### src/core/swr_consts.vh
// Constants for the standby wake-up, NMI cause and reset cause block.
// Included by the design files; definitions only.
`ifndef SWR_CONSTS_VH
`define SWR_CONSTS_VH
// Register offsets (byte addresses)
`define SWR_ADDR_MODE_A 8'h00
`define SWR_ADDR_MODE_B 8'h04
`define SWR_ADDR_MODE_C 8'h08
`define SWR_ADDR_MODE_D 8'h0C
`define SWR_ADDR_CLEAR 8'h10
`define SWR_ADDR_NMI 8'h14
`define SWR_ADDR_RST 8'h18
`define SWR_ADDR_IRQ_STAT 8'h1C
`define SWR_ADDR_IRQ_EN 8'h20
`define SWR_ADDR_IRQ_CLR 8'h24
// Per-source byte layout inside a mode register
`define SWR_FLD_SEL_LSB 4
`define SWR_FLD_REC_LSB 2
`define SWR_FLD_EN_BIT 0
// Detection select codes
`define SWR_DET_LOW 3'h0
`define SWR_DET_HIGH 3'h1
`define SWR_DET_FALL 3'h2
`define SWR_DET_RISE 3'h3
`define SWR_DET_BOTH 3'h4
`define SWR_DET_RESET 3'h2
// Edge record codes
`define SWR_REC_NONE 2'h0
`define SWR_REC_RISE 2'h1
`define SWR_REC_FALL 2'h2
`define SWR_REC_BOTH 2'h3
// Clear-code field
`define SWR_CLR_W 5
`define SWR_NUM_SRC 16
// Flag widths and reset values
`define SWR_NMI_W 4
`define SWR_RST_W 7
`define SWR_RST_POWER_ON 7'h01
`define SWR_RST_PON_BIT 0
`define SWR_RST_DBG_BIT 4
// Interrupt status bits
`define SWR_IRQ_W 3
`define SWR_IRQ_WAKE 0
`define SWR_IRQ_NMI 1
`define SWR_IRQ_RST 2
`endif

### src/core/swr_wake_src.v
// One wake source: detection select, edge record, enable and latched request.
// Assumes the source input is synchronous to mclk.
`timescale 1ns/100ps
`include "swr_consts.vh"
module swr_wake_src (
  mclk,
  rst,
  src_in,
  sel_we,
  sel_wdata,
  en_we,
  en_wdata,
  clr,
  sel_q,
  rec_q,
  en_q,
  pend_q,
  new_req
);
  input wire mclk;
  input wire rst;
  input wire src_in;
  input wire sel_we;
  input wire [2:0] sel_wdata;
  input wire en_we;
  input wire en_wdata;
  input wire clr;
  output reg [2:0] sel_q;
  output reg [1:0] rec_q;
  output reg en_q;
  output reg pend_q;
  output wire new_req;

  reg prev_q;
  reg hit;
  wire rise;
  wire fall;

  assign rise = src_in & ~prev_q;
  assign fall = ~src_in & prev_q;

  // [RULE_01] Detection by select
  always @* begin
    case (sel_q)
      `SWR_DET_LOW: hit = ~src_in;
      `SWR_DET_HIGH: hit = src_in;
      `SWR_DET_FALL: hit = fall;
      `SWR_DET_RISE: hit = rise;
      `SWR_DET_BOTH: hit = rise | fall;
      default: hit = 1'b0;
    endcase
  end

  assign new_req = hit & ~pend_q;

  always @(posedge mclk or posedge rst) begin
    if (rst) begin
      sel_q <= `SWR_DET_RESET;
      rec_q <= `SWR_REC_NONE;
      en_q <= 1'b0;
      pend_q <= 1'b0;
      prev_q <= 1'b0;
    end else begin
      prev_q <= src_in;
      if (sel_we)
        sel_q <= sel_wdata;
      // [RULE_05] Enable written apart
      if (en_we)
        en_q <= en_wdata;
      // [RULE_16] Latch until cleared
      if (hit)
        pend_q <= 1'b1;
      else if (clr)
        pend_q <= 1'b0;
      // [RULE_02] [RULE_03] Record edges in both-edge mode
      if (sel_q == `SWR_DET_BOTH && (rise | fall))
        rec_q <= rec_q | {fall, rise};
      // [RULE_04] Clear resets record
      else if (clr)
        rec_q <= `SWR_REC_NONE;
    end
  end
endmodule // swr_wake_src

### src/core/swr_top.v
// Standby wake-up conditioning, NMI cause flags and reset cause flags.
// Assumes a single mclk domain, inputs synchronous to mclk, one-cycle strobes.
//
// Overview of operation
// [RULE_01] Three-bit select per source: low, high, fall, rise, both; 101-111 prohibited.
// [RULE_02] Two-bit edge record: 01 rising, 10 falling, 11 both edges.
// [RULE_03] Edge record is meaningful only in both-edges detection mode.
// [RULE_04] Clearing a request through the clear code also resets its edge record.
// [RULE_05] Software writes select first and enable in a later write.
// [RULE_06] Remote receive source may use only the rising-edge code.
// [RULE_07] Calendar clock source may use only the falling-edge code.
// [RULE_08] Five-bit clear code clears one source; upper codes reserved; reads zero.
// [RULE_09] Four NMI cause flags: watchdog, pin, below and above voltage.
// [RULE_10] Reading NMI cause flags returns them and clears all four.
// [RULE_11] One held reset cause flag per reset source, bits 0 to 6.
// [RULE_12] Reset flags never self-clear; software writes zero to clear.
// [RULE_13] Debug flag sets on the core system reset request.
// [RULE_14] Power-up sets power-on flag; later resets set their own flag.
// [RULE_15] After power-up other reset flags are undefined and invalid.
// [RULE_16] Requests latch until cleared; wake output only when enabled.
`timescale 1ns/100ps
`include "swr_consts.vh"
module swr_top #(
  parameter NUM_SRC = `SWR_NUM_SRC
) (
  mclk,
  rst,
  por,
  reg_addr,
  reg_wdata,
  reg_wr,
  reg_rd,
  reg_rdata,
  wake_src_in,
  nmi_event,
  rst_event,
  core_system_reset_request,
  wake_release,
  wake_pending,
  irq
);
  input wire mclk;
  input wire rst;
  input wire por;
  input wire [7:0] reg_addr;
  input wire [31:0] reg_wdata;
  input wire reg_wr;
  input wire reg_rd;
  output reg [31:0] reg_rdata;
  input wire [NUM_SRC-1:0] wake_src_in;
  input wire [`SWR_NMI_W-1:0] nmi_event;
  input wire [`SWR_RST_W-1:0] rst_event;
  input wire core_system_reset_request;
  output wire wake_release;
  output wire [NUM_SRC-1:0] wake_pending;
  output wire irq;

  wire [NUM_SRC*3-1:0] sel_all;
  wire [NUM_SRC*2-1:0] rec_all;
  wire [NUM_SRC-1:0] en_all;
  wire [NUM_SRC-1:0] new_all;
  wire [NUM_SRC*8-1:0] mode_bytes;
  wire [NUM_SRC-1:0] clr_vec;
  wire clr_hit;
  reg [`SWR_NMI_W-1:0] nmi_q;
  reg [`SWR_RST_W-1:0] rst_flag_q;
  reg [`SWR_RST_W-1:0] rst_seen_q;
  reg [`SWR_IRQ_W-1:0] irq_stat_q;
  reg [`SWR_IRQ_W-1:0] irq_en_q;
  reg [31:0] rdata_d;
  wire [`SWR_RST_W-1:0] rst_set;
  wire nmi_rd;
  wire [`SWR_IRQ_W-1:0] irq_ev;

  assign clr_hit = reg_wr && reg_addr == `SWR_ADDR_CLEAR;

  genvar i;
  generate
    for (i = 0; i < NUM_SRC; i = i + 1) begin : g_src
      wire [31:0] sel_off;
      wire [7:0] sel_addr;
      wire wr_this;
      assign sel_off = (i / 4) * 4;
      assign sel_addr = `SWR_ADDR_MODE_A + sel_off[7:0];
      assign wr_this = reg_wr && reg_addr == sel_addr;
      // [RULE_08] Clear code decode
      assign clr_vec[i] = clr_hit && reg_wdata[`SWR_CLR_W-1:0] == i;
      swr_wake_src u_src (
        .mclk(mclk),
        .rst(rst),
        .src_in(wake_src_in[i]),
        .sel_we(wr_this),
        .sel_wdata(reg_wdata[(i%4)*8+`SWR_FLD_SEL_LSB +: 3]),
        .en_we(wr_this),
        .en_wdata(reg_wdata[(i%4)*8+`SWR_FLD_EN_BIT]),
        .clr(clr_vec[i]),
        .sel_q(sel_all[i*3 +: 3]),
        .rec_q(rec_all[i*2 +: 2]),
        .en_q(en_all[i]),
        .pend_q(wake_pending[i]),
        .new_req(new_all[i])
      );
      assign mode_bytes[i*8 +: 8] = {1'b0, sel_all[i*3 +: 3], rec_all[i*2 +: 2], 1'b0, en_all[i]};
    end
  endgenerate

  // [RULE_16] Gate by enable
  assign wake_release = |(wake_pending & en_all);

  assign nmi_rd = reg_rd && reg_addr == `SWR_ADDR_NMI;
  // [RULE_13] Debug reset source
  assign rst_set = rst_event | ({{(`SWR_RST_W-1){1'b0}}, core_system_reset_request} << `SWR_RST_DBG_BIT);
  assign irq_ev = {|rst_set, |nmi_event, |new_all};
  assign irq = |(irq_stat_q & irq_en_q);

  always @* begin
    rdata_d = 32'h00000000;
    case (reg_addr)
      `SWR_ADDR_MODE_A: rdata_d = mode_bytes[31:0];
      `SWR_ADDR_MODE_B: rdata_d = mode_bytes[63:32];
      `SWR_ADDR_MODE_C: rdata_d = mode_bytes[95:64];
      `SWR_ADDR_MODE_D: rdata_d = mode_bytes[127:96];
      `SWR_ADDR_NMI: rdata_d[`SWR_NMI_W-1:0] = nmi_q;
      `SWR_ADDR_RST: rdata_d[`SWR_RST_W-1:0] = rst_flag_q;
      `SWR_ADDR_IRQ_STAT: rdata_d[`SWR_IRQ_W-1:0] = irq_stat_q;
      `SWR_ADDR_IRQ_EN: rdata_d[`SWR_IRQ_W-1:0] = irq_en_q;
      default: rdata_d = 32'h00000000;
    endcase
  end

  always @(posedge mclk or posedge rst) begin
    if (rst) begin
      reg_rdata <= 32'h00000000;
      nmi_q <= {`SWR_NMI_W{1'b0}};
      irq_stat_q <= {`SWR_IRQ_W{1'b0}};
      irq_en_q <= {`SWR_IRQ_W{1'b0}};
    end else begin
      reg_rdata <= reg_rd ? rdata_d : 32'h00000000;
      // [RULE_09] [RULE_10] Set wins over read clear
      if (nmi_rd)
        nmi_q <= nmi_event;
      else
        nmi_q <= nmi_q | nmi_event;
      if (reg_wr && reg_addr == `SWR_ADDR_IRQ_EN)
        irq_en_q <= reg_wdata[`SWR_IRQ_W-1:0];
      if (reg_wr && reg_addr == `SWR_ADDR_IRQ_CLR)
        irq_stat_q <= (irq_stat_q & ~reg_wdata[`SWR_IRQ_W-1:0]) | irq_ev;
      else
        irq_stat_q <= irq_stat_q | irq_ev;
    end
  end

  // Reset flags live on the power-on reset only, so ordinary resets are recorded
  always @(posedge mclk or posedge por) begin
    if (por) begin
      // [RULE_14] [RULE_15] Power-on value
      rst_flag_q <= `SWR_RST_POWER_ON;
      rst_seen_q <= {`SWR_RST_W{1'b0}};
    end else begin
      rst_seen_q <= rst_set;
      // [RULE_11] [RULE_12] Hold until zero written
      if (reg_wr && reg_addr == `SWR_ADDR_RST)
        rst_flag_q <= (rst_flag_q & reg_wdata[`SWR_RST_W-1:0]) | (rst_set & ~rst_seen_q);
      else
        rst_flag_q <= rst_flag_q | (rst_set & ~rst_seen_q);
    end
  end
endmodule // swr_top

### config.mk
export PLATFORM = sky130hd
export DESIGN_NAME = swr_top
export DESIGN_NICKNAME = d
export VERILOG_FILES = /design/src/core/swr_wake_src.v /design/src/core/swr_top.v
export VERILOG_INCLUDE_DIRS = /design/src /design/src/core
export SDC_FILE = /design/constraint.sdc
export NUM_CORES = 1
export LEC_CHECK = 0
export ABC_CLOCK_PERIOD_IN_PS = 8500
export BUFFER_PORTS_ARGS = -buffer_cell sky130_fd_sc_hd__buf_4
export CAP_MARGIN = 25
export CORE_UTILIZATION = 40
export CTS_CLUSTER_DIAMETER = 40
export CTS_CLUSTER_SIZE = 10
export DETAILED_ROUTE_END_ITERATION = 10
export PLACE_DENSITY = 0.69
export SLEW_MARGIN = 5
export SYNTH_ARGS = -nofsm -noshare
export SYNTH_HDL_FRONTEND = slang
export SYNTH_SLANG_ARGS = --single-unit
### constraint.sdc
create_clock -name mclk -period 8.5 [get_ports mclk]
set_clock_uncertainty 0.05 [all_clocks]
set_input_delay 0.85 -clock mclk [delete_from_list [all_inputs] [get_ports mclk]]
set_output_delay 0.85 -clock mclk [all_outputs]
set_load 0.02 [all_outputs]
==> flow_summary_export.csv <==
group,metric,value,unit
cells_and_area,fin_nets,1013,
sta,worst_slew_pin_slew,966.8,ps
die,die_w,151.8,um
power,p_int,0.001462,W
place,place.gp.congestion,0.8717,
clocking,post_cts_buffers,0,
synth,synth_edf_count,0,
setup_path,path_max_fanout,16,
synth,syn_area_per_cell,10.90,um2
setup_path,endpoint_kind,"register",
routing,first_pass_iters,8,
clocking,ctsHoldBuffers,0,
global_routing,gr-total-overflow,0,
cells_and_area,syn_to_final_growth,17.21,%
sta,setup_violations,0,
clocking,numCtsBuffers,17,
synth,ys_ff_latch,177,
die,initial_utilization,40.99,%
global_routing,grt_pass1_vias,6841,
place,dp_hpwl,17990,um
place,port_buffers,102,
cells_and_area,utilization,48.05,%
setup_path,cp_cell_sequence,"buf_4 > nor4_4 > nand3_2 > nor2_1 > buf_4 > nand2_1 > mux2_2",
setup_path,critPathKind,"in -> reg",
sta,final_hold_viol_count,0,
cells_and_area,multi_input_area,4029,um2
power,powerDensity,184.2,nW/um2
power,finalPower,0.001938,W
routing,topRoutingLayerUsed,"met5",
routing,routedWlPerCell,20.78,um
power,power_frac_clock,42.0,%
routing,routed-wl-met3,2014,um
synth,ys.flop_type,"dfrtp_1",
sta,report.final.slew_viol_count,0,
power,power.share.combinational,9.5,%
cells_and_area,seqCellArea,4451,um2
min_path,hold-path-endpoint,"rst_flag_q[0]$_DFF_PP1_",
synth,synth-async-reset-ratio,100.0,%
clocking,clock_sink_count,177,
sta,fin_tns_setup,0,ps
cells_and_area,final_area,10520,um2
clocking,cts.clk_slew.worst_paths,60,ps
routing,drt_wl_total,24960,um
die,die_h,151.8,um
place,placed_area,9871,um2
global_routing,grt_antenna_before_repair,1,
setup_path,slowest_stage,"nand2_1",
die,io_pins,123,
routing,wl_met2,11660,um
synth,ys_warn_count,0,
die,rows,54,
synth,syn-cell-area,8974,um2
setup_path,crit_path_max_incr_delay,620,ps
setup_path,cp_common_cell,"buf_4",
min_path,worstHoldPathType,"reg -> reg",
setup_path,crit_buf_inv,2,
die,dieArea,23040,um2
setup_path,critical_path_arrival,3110,ps
cells_and_area,layout-drive-gt1-share,28.12,%
routing,antenna_left,0,
min_path,min_from,"rst_seen_q[0]$_DFF_PP0_",
global_routing,grt_pass1_wl,38720,um
setup_path,r2r_setup_slack,6320,ps
synth,synthCells,823,
cells_and_area,fillers,2003,
die,core-area,21890,um2
outcome,run_status,"completed",
sta,min_period,2853,ps
setup_path,reg2reg_from,"g_src[10].u_src.prev_q$_DFF_PP0_",
synth,synth.distinct_cells,65,
power,pwr-share-seq,48.5,%
power,peakVddDrop,0.0001062,V
global_routing,grt_max_degree,84,
setup_path,crit_family,"simple AND/OR/NAND/NOR gates",
clocking,clk_latency,430,ps
routing,drc_errors,0,
setup_path,ff2ff_path_depth,6,
clocking,h-tree-depth,4,
power,p_switching,0.0004761,W
setup_path,r2r_end,"irq_stat_q[0]$_DFF_PP0_",
sta,slew_headroom,34.64,%
cells_and_area,final_cell_mix,"160 x dfrtp_1, 109 x buf_4, 75 x mux2_2, 62 x a21oi_1, 57 x inv_1",
routing,dr_total_vias,7070,
sta,period_share,33.56,%
sta,rsz0062_at_grt,"no",
cells_and_area,final_common_cell,"dfrtp_1",
clocking,clock_path_buffers,2,
power,switching_share,24.57,%
min_path,whs_path_depth,1,
sta,fmax,350.6,MHz
clocking,cts_resized,0,
cells_and_area,diodes,0,
routing,dr.first_iter.drc_count,647,
setup_path,critPathLaunchType,"input port",
clocking,cts-root-buf,"clkbuf_16",
routing,vias_per_cell,5.887,
global_routing,grt_use_total,22.68,%
power,p_leak,4.775,nW
job,drv_cap,0,
clocking,tritoncts,"done",
routing,m1WireLength,10460,um
synth,seq_area_frac_synth,49.60,%
setup_path,required,8760,ps
-- registers in the layout (all words and copies together) (netlist names) --
name / cells
g_src.u_src.sel_q: 48
g_src.u_src.rec_q: 32
reg_rdata: 25
g_src.u_src.en_q: 16
g_src.u_src.pend_q: 16
g_src.u_src.prev_q: 16
rst_flag_q: 7
rst_seen_q: 7
nmi_q: 4
irq_en_q: 3
irq_stat_q: 3
-- metal layers --
| layer | GRT usage, % | vias to the layer above |
|---|---|---|
| li1 | - | 3189 |
| met1 | 30.66 | 3501 |
| met2 | 35.39 | 319 |
| met3 | 4.162 | 59 |
| met4 | 10.15 | 2 |
| met5 | 0 | - |
-- kinds of logic after synthesis --
logic type | synth area share [%]
xor+xnor | 0.5856
simple gates | 13.50
buf+inv | 5.759
compound gates | 15.31
fa+ha+maj | 4.462
other cells | 0.04179
mux | 10.75
flops | 49.60
-- worst max-delay path by stage --
stage / startpoint / to / slack, ps / cells past startpoint
CTS: reg_addr[5] / g_src[8].u_src.sel_q[2]$_DFFE_PP0P_ / 5740 / 7
finish: reg_addr[5] / g_src[8].u_src.sel_q[2]$_DFFE_PP0P_ / 5650 / 7
global placement: reg_addr[5] / g_src[9].u_src.sel_q[2]$_DFFE_PP0P_ / 5310 / 7
detailed placement: reg_addr[5] / g_src[11].u_src.sel_q[2]$_DFFE_PP0P_ / 5290 / 7
floorplan: rst / g_src[0].u_src.en_q$_DFFE_PP0P_ / 3220 / 1
global route: reg_addr[5] / g_src[8].u_src.sel_q[2]$_DFFE_PP0P_ / 5610 / 7
-- power by group through the flow --
stage | sequential [W] | clock, W | combinational (W)
6_report | 0.000940 | 0.000814 | 0.000183
3_3_place_gp | 0.000953 | 0 | 0.000176
5_1_grt | 0.000946 | 0.000861 | 0.000206
2_1_floorplan | 0.000937 | 0 | 0.000118
3_5_place_dp | 0.000954 | 0 | 0.000181
4_1_cts | 0.000939 | 0.000825 | 0.000182
-- synthesized netlist by cell type, types with 5 or more instances --
cell type	instances	share of area, %
xor2_1	6	0.59
o21ai_0	28	1.6
nor3_1	8	0.45
buf_2	8	0.45
nand3b_1	5	0.42
a2111oi_0	7	0.68
a21oi_1	62	3.5
or3_1	5	0.35
mux2i_1	12	1.3
nor2_1	49	2.0
a22o_1	6	0.59
a21o_1	7	0.59
nor4b_1	19	1.9
o22ai_1	7	0.49
a222oi_1	25	2.8
nand2_1	51	2.1
and2_1	7	0.49
mux2_2	75	9.4
nor4_1	5	0.35
nand2b_1	6	0.42
dfrtp_1	160	45
a31oi_1	17	1.2
nor2b_1	7	0.49
clkbuf_1	17	0.71
ha_1	32	4.5
buf_4	26	2.2
o211ai_1	7	0.59
inv_1	58	2.4
or4b_2	7	0.78
nand4_1	8	0.56
a221oi_1	6	0.59
dfstp_2	17	5.0
-- cell type report --
cell class                 instances  area share (%)
clock buffer                      23           4.544
clock inverter                     9           1.237
inverter                          58           2.118
multi-input combinational        543           38.31
sequential                       177           42.31
tap                              280           3.331
timing repair buffer             111           8.149
-- stage by stage --
step | cells | hold WS, ps | worst slack (ps)
6_report | 1201 | 348.9 | 5647
5_1_grt | 1201 | 362.4 | 5613
4_1_cts | 1199 | 353.1 | 5741
3_5_place_dp | 1167 | 343.8 | 5294
3_3_place_gp | 1167 | 322.6 | 5314
2_1_floorplan | 829 | 316.2 | 3222
(Power assumes the default switching activity.)
